File: src/core/fetc_pkg.sv
// shared constants, code-groups and carriers for the 100 Mb/s coding path
package fetc_pkg;

    localparam int       SYM_W      = 5;
    localparam int       NIB_W      = 4;
    localparam int       LFSR_W     = 11;
    localparam int       STRAP_W    = 5;
    localparam int       LFSR_TAP_A = 10;
    localparam int       LFSR_TAP_B = 8;
    localparam int       SYM_LAST   = 4;
    localparam int       BIT_DIV_DEF = 2;

    // control code-groups
    localparam logic [4:0] CG_IDLE = 5'h1f;
    localparam logic [4:0] CG_J    = 5'h18;
    localparam logic [4:0] CG_K    = 5'h11;
    localparam logic [4:0] CG_T    = 5'h0d;
    localparam logic [4:0] CG_R    = 5'h07;
    localparam logic [4:0] CG_HALT = 5'h04;

    localparam logic [3:0] NIB_SSD  = 4'h5;
    localparam logic [3:0] NIB_ZERO = 4'h0;
    localparam logic [5:0] SEED_LOW = 6'h01;

    // data code-groups indexed by nibble
    localparam logic [4:0] DATA_CG [16] = '{
        5'h1e, 5'h09, 5'h14, 5'h15, 5'h0a, 5'h0b, 5'h0e, 5'h0f,
        5'h12, 5'h13, 5'h16, 5'h17, 5'h1a, 5'h1b, 5'h1c, 5'h1d
    };

    typedef enum {
        CLS_DATA, CLS_IDLE, CLS_J, CLS_K, CLS_T, CLS_R, CLS_HALT, CLS_INVALID
    } fetc_cls_e;

    typedef enum {
        TX_IDLE, TX_J, TX_K, TX_DATA, TX_T, TX_R
    } fetc_tx_state_e;

    typedef enum {
        MLT_ZERO_UP, MLT_PLUS, MLT_ZERO_DN, MLT_MINUS
    } fetc_mlt_e;

    typedef struct packed {
        logic       en;
        logic [3:0] data;
    } fetc_tx_mii_s;

    typedef struct packed {
        logic       dv;
        logic       er;
        logic [3:0] data;
    } fetc_rx_mii_s;

    typedef struct packed {
        logic pos;
        logic neg;
    } fetc_mlt_s;

endpackage
File: src/core/fetc_coding_path.sv
// 100 Mb/s 4b5b coding, scrambling, nrzi and mlt-3 path with its receive decode
`timescale 1ns/10ps

module fetc_coding_path
    import fetc_pkg::*;
#(
    parameter int BIT_DIV = BIT_DIV_DEF
) (
    input  wire logic               core_clk_i,
    input  wire logic               reset_n_i,
    input  wire logic [STRAP_W-1:0] phy_address_straps_i,
    input  wire fetc_tx_mii_s       tx_mii_i,
    output logic                    tx_nibble_take_o,
    output fetc_mlt_s               tx_mlt_o,
    input  wire fetc_mlt_s          rx_mlt_i,
    input  wire logic               rx_resync_i,
    output fetc_rx_mii_s            rx_mii_o,
    output logic                    rx_nibble_vld_o,
    output logic                    rx_in_frame_o
);

    ////////////////////////////////////////////////////////////////////////
    function automatic logic [4:0] enc_nib(input logic [3:0] nib);
        enc_nib = DATA_CG[nib];
    endfunction

    function automatic fetc_cls_e classify(input logic [4:0] cg);
        classify = CLS_INVALID;
        case (cg)
            CG_IDLE: classify = CLS_IDLE;
            CG_J:    classify = CLS_J;
            CG_K:    classify = CLS_K;
            CG_T:    classify = CLS_T;
            CG_R:    classify = CLS_R;
            CG_HALT: classify = CLS_HALT;
            default: begin
                for (int i = 0; i < 16; i++) begin
                    if (DATA_CG[i] == cg) begin
                        classify = CLS_DATA;
                    end
                end
            end
        endcase
    endfunction

    function automatic logic [3:0] dec_nib(input logic [4:0] cg);
        dec_nib = NIB_ZERO;
        for (int i = 0; i < 16; i++) begin
            if (DATA_CG[i] == cg) begin
                dec_nib = 4'(i);
            end
        end
    endfunction

    // key bit is the feedback; state therefore holds the last eleven key bits
    function automatic logic lfsr_key(input logic [LFSR_W-1:0] s);
        lfsr_key = s[LFSR_TAP_A] ^ s[LFSR_TAP_B];
    endfunction

    ////////////////////////////////////////////////////////////////////////
    // bit-rate enable: core clock cannot hit 125 MHz exactly, so the line rate is core_clk / BIT_DIV
    logic [7:0] div_reg;
    logic [7:0] div_next;
    logic       bit_en;

    always_comb begin
        bit_en   = (div_reg == 8'(BIT_DIV - 1));
        div_next = bit_en ? 8'h00 : div_reg + 8'h01;
    end

    always_ff @(posedge core_clk_i) begin
        if (!reset_n_i) begin
            div_reg <= 8'h00;
        end else begin
            div_reg <= div_next;
        end
    end

    ////////////////////////////////////////////////////////////////////////
    // transmit code-group sequencing
    fetc_tx_state_e tx_state_reg;
    fetc_tx_state_e tx_state_next;
    logic [4:0]     tx_sym_reg;
    logic [4:0]     tx_sym_next;
    logic [2:0]     tx_bit_reg;
    logic [2:0]     tx_bit_next;
    logic           sym_end;

    always_comb begin
        tx_state_next    = tx_state_reg;
        tx_sym_next      = tx_sym_reg;
        tx_bit_next      = tx_bit_reg;
        tx_nibble_take_o = 1'b0;
        sym_end          = bit_en && (tx_bit_reg == 3'(SYM_LAST));
        if (bit_en) begin
            tx_bit_next = sym_end ? 3'h0 : tx_bit_reg + 3'h1;
            tx_sym_next = {tx_sym_reg[3:0], 1'b0};
        end
        if (sym_end) begin
            case (tx_state_reg)
                TX_IDLE, TX_R: begin
                    if (tx_mii_i.en) begin
                        tx_state_next    = TX_J;
                        tx_sym_next      = CG_J;
                        tx_nibble_take_o = 1'b1;
                    end else begin
                        tx_state_next = TX_IDLE;
                        tx_sym_next   = CG_IDLE;
                    end
                end
                TX_J: begin
                    // K always follows J; a nibble is consumed only while one is offered
                    tx_state_next    = TX_K;
                    tx_sym_next      = CG_K;
                    tx_nibble_take_o = tx_mii_i.en;
                end
                TX_K, TX_DATA: begin
                    if (tx_mii_i.en) begin
                        tx_state_next    = TX_DATA;
                        tx_sym_next      = enc_nib(tx_mii_i.data);
                        tx_nibble_take_o = 1'b1;
                    end else begin
                        tx_state_next = TX_T;
                        tx_sym_next   = CG_T;
                    end
                end
                TX_T: begin
                    tx_state_next = TX_R;
                    tx_sym_next   = CG_R;
                end
                default: begin
                    tx_state_next = TX_IDLE;
                    tx_sym_next   = CG_IDLE;
                end
            endcase
        end
    end

    always_ff @(posedge core_clk_i) begin
        if (!reset_n_i) begin
            tx_state_reg <= TX_IDLE;
            tx_sym_reg   <= CG_IDLE;
            tx_bit_reg   <= 3'h0;
        end else begin
            tx_state_reg <= tx_state_next;
            tx_sym_reg   <= tx_sym_next;
            tx_bit_reg   <= tx_bit_next;
        end
    end

    ////////////////////////////////////////////////////////////////////////
    // scrambler, nrzi and mlt-3 drive; no bypass path exists
    logic [LFSR_W-1:0] tx_lfsr_reg;
    logic [LFSR_W-1:0] tx_lfsr_next;
    logic              seeded_reg;
    logic              seeded_next;
    logic              nrzi_reg;
    logic              nrzi_next;
    fetc_mlt_e         mlt_reg;
    fetc_mlt_e         mlt_next;
    fetc_mlt_s         mlt_out_reg;
    fetc_mlt_s         mlt_out_next;
    logic              tx_sd;

    always_comb begin
        tx_lfsr_next = tx_lfsr_reg;
        seeded_next  = 1'b1;
        nrzi_next    = nrzi_reg;
        mlt_next     = mlt_reg;
        tx_sd        = tx_sym_reg[SYM_LAST] ^ lfsr_key(tx_lfsr_reg);
        if (!seeded_reg) begin
            // straps caught after reset release; seed never all-zero
            tx_lfsr_next = {phy_address_straps_i, SEED_LOW};
        end else if (bit_en) begin
            tx_lfsr_next = {tx_lfsr_reg[LFSR_W-2:0], lfsr_key(tx_lfsr_reg)};
            nrzi_next = nrzi_reg ^ tx_sd;
            // each nrzi transition steps the three-level state, so ones alternate polarity
            if (nrzi_next != nrzi_reg) begin
                case (mlt_reg)
                    MLT_ZERO_UP: mlt_next = MLT_PLUS;
                    MLT_PLUS:    mlt_next = MLT_ZERO_DN;
                    MLT_ZERO_DN: mlt_next = MLT_MINUS;
                    default:     mlt_next = MLT_ZERO_UP;
                endcase
            end
        end
        mlt_out_next.pos = (mlt_next == MLT_PLUS);
        mlt_out_next.neg = (mlt_next == MLT_MINUS);
    end

    always_ff @(posedge core_clk_i) begin
        if (!reset_n_i) begin
            tx_lfsr_reg <= '1;
            seeded_reg  <= 1'b0;
            nrzi_reg    <= 1'b0;
            mlt_reg     <= MLT_ZERO_UP;
            mlt_out_reg <= '0;
        end else begin
            tx_lfsr_reg <= tx_lfsr_next;
            seeded_reg  <= seeded_next;
            nrzi_reg    <= nrzi_next;
            mlt_reg     <= mlt_next;
            mlt_out_reg <= mlt_out_next;
        end
    end

    assign tx_mlt_o = mlt_out_reg;

    ////////////////////////////////////////////////////////////////////////
    // receive: mlt-3 level change is a one; descramble, align on J/K, decode
    fetc_mlt_s         rx_lvl_reg;
    fetc_mlt_s         rx_lvl_next;
    logic [LFSR_W-1:0] rx_sd_hist_reg;
    logic [LFSR_W-1:0] rx_sd_hist_next;
    logic [LFSR_W-1:0] rx_lfsr_reg;
    logic [LFSR_W-1:0] rx_lfsr_next;
    logic [9:0]        rx_ud_reg;
    logic [9:0]        rx_ud_next;
    logic [2:0]        rx_bit_reg;
    logic [2:0]        rx_bit_next;
    logic              in_frame_reg;
    logic              in_frame_next;
    logic              t_seen_reg;
    logic              t_seen_next;
    fetc_rx_mii_s      rx_mii_reg;
    fetc_rx_mii_s      rx_mii_next;
    logic              rx_vld_reg;
    logic              rx_vld_next;
    logic              rx_sd;
    logic              rx_ud;
    logic [9:0]        ud_now;
    fetc_cls_e         cls;

    always_comb begin
        rx_lvl_next     = rx_lvl_reg;
        rx_sd_hist_next = rx_sd_hist_reg;
        rx_lfsr_next    = rx_lfsr_reg;
        rx_ud_next      = rx_ud_reg;
        rx_bit_next     = rx_bit_reg;
        in_frame_next   = in_frame_reg;
        t_seen_next     = t_seen_reg;
        rx_mii_next     = rx_mii_reg;
        rx_vld_next     = 1'b0;
        rx_sd           = (rx_mlt_i != rx_lvl_reg);
        rx_ud           = rx_sd ^ lfsr_key(rx_lfsr_reg);
        ud_now          = {rx_ud_reg[8:0], rx_ud};
        cls             = classify(ud_now[4:0]);
        if (bit_en) begin
            rx_lvl_next     = rx_mlt_i;
            rx_sd_hist_next = {rx_sd_hist_reg[LFSR_W-2:0], rx_sd};
            rx_lfsr_next    = {rx_lfsr_reg[LFSR_W-2:0], lfsr_key(rx_lfsr_reg)};
            rx_ud_next      = ud_now;
            rx_bit_next     = (rx_bit_reg == 3'(SYM_LAST)) ? 3'h0 : rx_bit_reg + 3'h1;
            if (!in_frame_reg) begin
                if (ud_now == {CG_J, CG_K}) begin
                    in_frame_next = 1'b1;
                    t_seen_next   = 1'b0;
                    rx_bit_next   = 3'h0;
                    rx_vld_next   = 1'b1;
                    rx_mii_next   = '{dv: 1'b1, er: 1'b0, data: NIB_SSD};
                end
            end else if (rx_bit_reg == 3'(SYM_LAST)) begin
                rx_vld_next = 1'b1;
                rx_mii_next = '{dv: 1'b1, er: 1'b0, data: NIB_ZERO};
                t_seen_next = 1'b0;
                case (cls)
                    CLS_DATA: begin
                        rx_mii_next.data = dec_nib(ud_now[4:0]);
                        rx_mii_next.er   = t_seen_reg;
                    end
                    CLS_T: begin
                        t_seen_next = 1'b1;
                    end
                    CLS_R: begin
                        rx_mii_next.er = !t_seen_reg;
                        in_frame_next  = !t_seen_reg;
                        rx_mii_next.dv = !t_seen_reg;
                    end
                    CLS_IDLE: begin
                        rx_mii_next.er = 1'b1;
                        in_frame_next  = 1'b0;
                    end
                    CLS_J, CLS_K: begin
                        rx_mii_next.er   = 1'b1;
                        rx_mii_next.data = NIB_SSD;
                    end
                    default: begin
                        rx_mii_next.er = 1'b1;
                    end
                endcase
            end
        end
        if (rx_resync_i) begin
            // line idle: plaintext all ones, so key history is the inverted line;
            // the bit arriving now is folded in so the key stays in step with the line
            rx_lfsr_next = ~rx_sd_hist_next;
        end
        if (!in_frame_next && !rx_vld_next) begin
            rx_mii_next = '{dv: 1'b0, er: 1'b0, data: NIB_ZERO};
        end
    end

    always_ff @(posedge core_clk_i) begin
        if (!reset_n_i) begin
            rx_lvl_reg     <= '0;
            rx_sd_hist_reg <= '0;
            rx_lfsr_reg    <= '1;
            rx_ud_reg      <= '0;
            rx_bit_reg     <= 3'h0;
            in_frame_reg   <= 1'b0;
            t_seen_reg     <= 1'b0;
            rx_mii_reg     <= '0;
            rx_vld_reg     <= 1'b0;
        end else begin
            rx_lvl_reg     <= rx_lvl_next;
            rx_sd_hist_reg <= rx_sd_hist_next;
            rx_lfsr_reg    <= rx_lfsr_next;
            rx_ud_reg      <= rx_ud_next;
            rx_bit_reg     <= rx_bit_next;
            in_frame_reg   <= in_frame_next;
            t_seen_reg     <= t_seen_next;
            rx_mii_reg     <= rx_mii_next;
            rx_vld_reg     <= rx_vld_next;
        end
    end

    assign rx_mii_o        = rx_mii_reg;
    assign rx_nibble_vld_o = rx_vld_reg;
    assign rx_in_frame_o   = in_frame_reg;

endmodule // fetc_coding_path

File: config.mk
export PLATFORM = sky130hd
export DESIGN_NAME = fetc_coding_path
export DESIGN_NICKNAME = d
export VERILOG_FILES = /design/src/core/fetc_pkg.sv /design/src/core/fetc_coding_path.sv
export SDC_FILE = /design/constraint.sdc
export NUM_CORES = 1
export LEC_CHECK = 0
export BUFFER_PORTS_ARGS = -buffer_cell sky130_fd_sc_hd__buf_2
export CORE_ASPECT_RATIO = 0.5
export CORE_MARGIN = 5
export CORE_UTILIZATION = 30
export CTS_BUF_LIST = sky130_fd_sc_hd__clkbuf_16
export CTS_CLUSTER_DIAMETER = 100
export DETAILED_ROUTE_END_ITERATION = 16
export PLACE_DENSITY = 0.47
export SLEW_MARGIN = 20
export SYNTH_ARGS = -nofsm -noshare
export SYNTH_HDL_FRONTEND = slang
export SYNTH_SLANG_ARGS = --single-unit
File: constraint.sdc
create_clock -name core_clk_i -period 2.2 [get_ports core_clk_i]
set_clock_uncertainty 0.1 [all_clocks]
set_input_delay 0.22 -clock core_clk_i [delete_from_list [all_inputs] [get_ports core_clk_i]]
set_output_delay 0.22 -clock core_clk_i [all_outputs]
set_load 0.02 [all_outputs]
Word level (Yosys, flattened, before mapping)

Memories as Yosys holds them, arrays and structs flattened.
Cells that the tools add are included.

Mux-type cells: 77
Bitwise gates (word level): 8
Equal/unequal tests: 44
Reduce and logical (&&, ||, !) cells: 20
Add/sub/neg operators: 3
Order comparisons: 1

Operator list:

| cell                                                  | number |
|---|---|
| 2-to-1 mux 32 bit                                     | 18 |
| equality test 32 x 2 -> 1 bit (second input constant) | 6 |
| case mux 32 bit (6 select lines)                      | 1 |
| equality test 32 x 3 -> 1 bit (second input constant) | 5 |
| case mux 32 bit (4 select lines)                      | 1 |
| equality test 32 x 1 -> 1 bit (second input constant) | 3 |
| logical NOT 32 bit                                    | 3 |
| 2-to-1 mux 4 bit                                      | 14 |
| equality test 5 bit (first input constant)            | 11 |
| 2-to-1 mux 11 bit                                     | 5 |
| equality test 4 x 5 -> 1 bit (first input constant)   | 5 |
| 2-to-1 mux 5 bit                                      | 5 |
| 2-to-1 mux 3 bit                                      | 7 |
| case mux 5 bit (4 select lines)                       | 1 |
| 2-to-1 mux 6 bit                                      | 3 |
| 2-to-1 mux 1 bit                                      | 17 |
| equality test 5 bit (second input constant)           | 3 |
| inverter 11 bit                                       | 1 |
| equality test 10 bit (second input constant)          | 1 |
| equality test 5 x 3 -> 1 bit (second input constant)  | 2 |
| OR reduction 2 bit                                    | 5 |
| adder 8 x 1 -> 8 bit (second input constant)          | 1 |
| equality test 8 x 1 -> 1 bit (second input constant)  | 1 |
| case mux 4 bit (2 select lines)                       | 1 |
| other kinds (20)                                      | 33 |

Register bits after elaboration: 140
Word-level logic and storage cells: 177
ROM bits: 80
Output and inout port bits: 11
Memories kept: 1

Memory list:

| name             | words | width | rd ports | clocked after Yosys merged registers in | write ports | RTL line               | source |
|---|---|---|---|---|---|---|---|
| (name not given) | 16    | 5     | 1        | 0                                       | 0           | fetc_coding_path.sv:24 | `enc_nib = DATA_CG[nib];` |

Longest topological paths before layout

Depth after elaboration: 28
Gate-level depth with buffers: 9
Gate-level depth less buffers: 7

Worst setup path after synthesis

No wires, ideal clock.

Path type: reg2reg
From: register div_reg[0]
To: register rx_lfsr_reg[3]
Setup time: 0.061 ns
Required time: 2.039 ns
Slack: 0.338 ns
Data arrival time: 1.701 ns
Cell stages (with the launch flop): 9
Path buffers: 2
Clock period less this slack: 1.862 ns
Path through: dfxtp_1 -> ha_1 -> nor3b_2 -> and2_1 -> buf_2 -> buf_4 -> mux2i_1 -> mux2i_1 -> nand2_1

Longest elaborated chain between the ends: 4

RTL lines:

| element                          | RTL line                | source |
|---|---|---|
| from (decl)                      | fetc_coding_path.sv:62  | `logic [7:0] div_reg;` |
| from (signal assigned)           | fetc_coding_path.sv:75  | `div_reg <= div_next;` |
| equality test 8 x 1 -> 1 bit (*) | fetc_coding_path.sv:67  | `bit_en = (div_reg == 8'(BIT_DIV - 1));` |
| 2-to-1 mux 11 bit                | fetc_coding_path.sv:248 | `if (bit_en) begin` |
| inverter 11 bit                  | fetc_coding_path.sv:296 | `rx_lfsr_next = ~rx_sd_hist_next;` |
| 2-to-1 mux 11 bit                | fetc_coding_path.sv:293 | `if (rx_resync_i) begin` |
| to (signal assigned)             | fetc_coding_path.sv:317 | `rx_lfsr_reg <= rx_lfsr_next;` |
| to (decl)                        | fetc_coding_path.sv:215 | `logic [LFSR_W-1:0] rx_lfsr_reg;` |

Every way passes the cells marked *; elsewhere a longest branch is shown, timed or not.
A chain may end at the register's enable or synchronous reset.

Worst setup path in the final report

From: register div_reg[1]
To: register rx_lfsr_reg[10]

Same word-level chain as after synthesis.

==> impl_metrics.csv <==
group,metric,value,unit
floorplanning,die_h,99.4,um
grt,grt_max_degree,35,
critical_path,path_class,"reg2reg",
floorplanning,die-area,18800,um^2
critical_path,reg2reg_slack,0.19,ns
critical_path,cp-end-kind,"register",
critical_path,cp-startpoint,"div_reg[1]$_SDFF_PP0_",
finish,largest_reg_flops,32,
place,place_inst,752,
pwr,total_power,0.00436,W
timing,finalSetupViolCount,0,
worst_hold_path,hold_depth,3,
clock_network,clk_latency,0.35,ns
clock_network,clockBufferDepth,2,
floorplanning,io_pins,26,
floorplanning,fp-row-count,32,
place,gp_congestion,0.773,
timing,tightest_slew,0.543,ns
finish,final_common_cell,"dfxtp_1",
routing,dr_total_vias,3746,
worst_hold_path,hp-start,"phy_address_straps_i[3]",
finish,final-instance-count-excl-fill,769,
critical_path,cp_cell_sequence,"inv_1 > ha_1 > nor3b_4 > buf_4 > and2_1 > buf_12 > mux2_2 > mux2i_1 > nand2_1",
routing,vias_per_cell,4.87,
yosys,postSynthAreaPerCell,8.92,um^2
yosys,synth_seq_area_share,0.459,
grt,grtUsageMet1,0.156,
clock_network,clock-sinks,110,
critical_path,r2r-end,"rx_lfsr_reg[10]$_SDFFE_PN1P_",
critical_path,cp-start-kind,"register",
critical_path,worstPathArrival,2.14,ns
place,io_buffer_count,25,
clock_network,cts_buffers,9,
yosys,synth_area,4800,um^2
grt,grt_usage,0.111,
finish,diodes,0,
floorplanning,initial_core_util,0.309,
worst_hold_path,hold_end,"tx_lfsr_reg[9]$_SDFFE_PN1P_",
timing,rsz0062_at_grt,"false",
grt,grt_pass1_vias,3541,
critical_path,required,2.33,ns
timing,post-route-period-util,0.914,
pwr,ir_worst_vdd,383,uV
timing,slew_viol_final,0,
clock_network,cts_tree,"done",
critical_path,reg2regPathDepth,9,
clock_network,cts.clk_slew.worst_paths,0.08,ns
routing,drtIter0Drc,320,
grt,antenna_found_initial,0,
routing,finalWirelength,10.2,mm
timing,relSlewSlack,0.636,
grt,met2_usage,0.169,
floorplanning,coreArea,15500,um^2
timing,setup_tns,0,ns
job,cap_violations,0,
yosys,async_flop_share,0,
yosys,synth_edf_count,0,
yosys,synth_warnings,0,
timing,hold_violations,0,
timing,fin_crit,2.01,ns
grt,grt_pass1_wl,17.5,mm
yosys,ys.flop_type,"dfxtp_1",
worst_hold_path,min_path_type,"in2reg",
timing,fmax,0.497,GHz
routing,antenna_left,0,
pwr,leakage,2.30,nW
pwr,powerDensity,787,nW/um^2
yosys,synthCells,538,
clock_network,cts_hold_buf,0,
critical_path,crit_fanout,31,
critical_path,r2r-start,"div_reg[1]$_SDFF_PP0_",
clock_network,cts.htree.levels,3,
grt,grt-ovfl-total,0,
finish,fin_nets,581,
routing,wl_per_cell,13.2,um
routing,drc,0,
yosys,synth_cell_types,54,
routing,dr.pass1.iters,5,
critical_path,crit_slowest_cell,"mux2_2",
clock_network,cts_root_buf,"clkbuf_16",
place,dp_hpwl,6.89,mm
floorplanning,die_x,189,um
yosys,synth-seq-cells,110,
finish,layout_common_cells,"dfxtp_1 (109), nand2_1 (67), and3_1 (41)",
grt,grt-busiest-layer,"met2",
grt,grtUsageMet3,0.0281,
finish,drive_above_1_share,0.149,
finish,syn2layout_area_growth,15.5,%
critical_path,max_stage_delay,0.35,ns
yosys,syn_nets,559,
outcome,outcome,"finished clean",
[repair_timing]
item,in CTS,in global routing
resized for setup,0,3
endpoints found under the setup margin,0,1
setup buffers,0,1
[cells by family (layout without fill, tap and decap cells)]
family | Yosys count | count (layout) | share of synthesized area
adder cells (fa/ha/maj) | 7 | 7 | 0.0177
flip-flops | 110 | 110 | 0.459
AND/OR/NAND/NOR | 220 | 220 | 0.237
AO/OA/AOI/OAI | 96 | 96 | 0.130
XOR/XNOR | 18 | 18 | 0.0360
multiplexers | 36 | 36 | 0.0777
buffers and inverters | 51 | 78 | 0.0433
[cells in the mapped netlist (2+ instances only)]
library cell	count	area (um^2)
dfxtp_1	110	2200
o211a_1	4	40.0
nand3_1	25	125
nand2b_1	4	25.0
a211oi_1	3	22.5
buf_2	7	35.0
clkbuf_1	27	101
o21ai_0	25	125
o311ai_0	2	17.5
a21oi_1	27	135
a31oi_1	4	25.0
o22ai_1	2	12.5
or4_1	2	15.0
o211ai_1	6	45.0
nand2_1	67	251
mux2_2	10	113
o31a_1	2	17.5
xor2_1	8	70.1
ha_1	6	75.1
xnor2_1	9	78.8
and2_1	5	31.3
nor3_1	7	35.0
a21boi_0	7	52.6
inv_1	14	52.6
nor2_1	31	116
and3_1	41	257
nand4_1	7	43.8
o2111ai_1	3	26.3
mux2i_1	26	260
nor4_1	11	68.8
buf_4	2	15.0
nor2b_1	12	75.1
[layer usage]
metal  wire length, um  part of all wire
met5                 0                 0
met4               113             0.011
met3               340             0.033
met2              4370              0.43
met1              5330              0.52
[worst max-delay path, delay by kind of cell, from the launching register on]
kind	cells	cell delay, ns
buf+inv	3	0.41
simple gates	3	0.43
flops	1	0.34
mux	2	0.47
fa+ha+maj	1	0.13
[layout make-up]
class                           count  area [um^2]
Clock buffer                        9          225
Clock inverter                      7         81.3
Fill cell                        1610         9990
Inverter                           14         52.6
Multi-Input combinational cell    377         2400
Sequential cell                   110         2200
Tap cell                          204          255
Timing Repair Buffer               48          323
[power breakdown]
part	switching, W	internal [W]	total [W]
sequential	0.0000558	0.00206	0.00212
combinational	0.000346	0.000254	0.000601
clock	0.000826	0.000818	0.00164
[per-stage QoR]
stage / setup slack [ns] / utilization / cell area [um^2] / hold WS (ns)
floorplan: 0.338 / - / 4800 / 0.148
finish: 0.190 / 0.357 / 5540 / 0.0369
global route: 0.0731 / 0.357 / 5540 / 0.0632
CTS: 0.00503 / 0.355 / 5520 / 0.0233
detailed placement: 0.194 / 0.336 / 5220 / 0.330
global placement: 0.233 / 0.336 / 5220 / 0.331
[how the worst max path moves through the flow]
| stage | endpoint | slack, ns | cells past startpoint |
|---|---|---|---|
| 5_1_grt | rx_lfsr_reg[10]$_SDFFE_PN1P_ | 0.07 | 9 |
| 3_5_place_dp | rx_lfsr_reg[10]$_SDFFE_PN1P_ | 0.19 | 7 |
| 2_1_floorplan | rx_lfsr_reg[3]$_SDFFE_PN1P_ | 0.34 | 8 |
| 6_report | rx_lfsr_reg[10]$_SDFFE_PN1P_ | 0.19 | 9 |
| 4_1_cts | tx_nibble_take_o | 0.005 | 6 |
| 3_3_place_gp | rx_in_frame_o$_SDFF_PN0_ | 0.23 | 6 |
No activity file was read; power rests on OpenSTA's default activity.
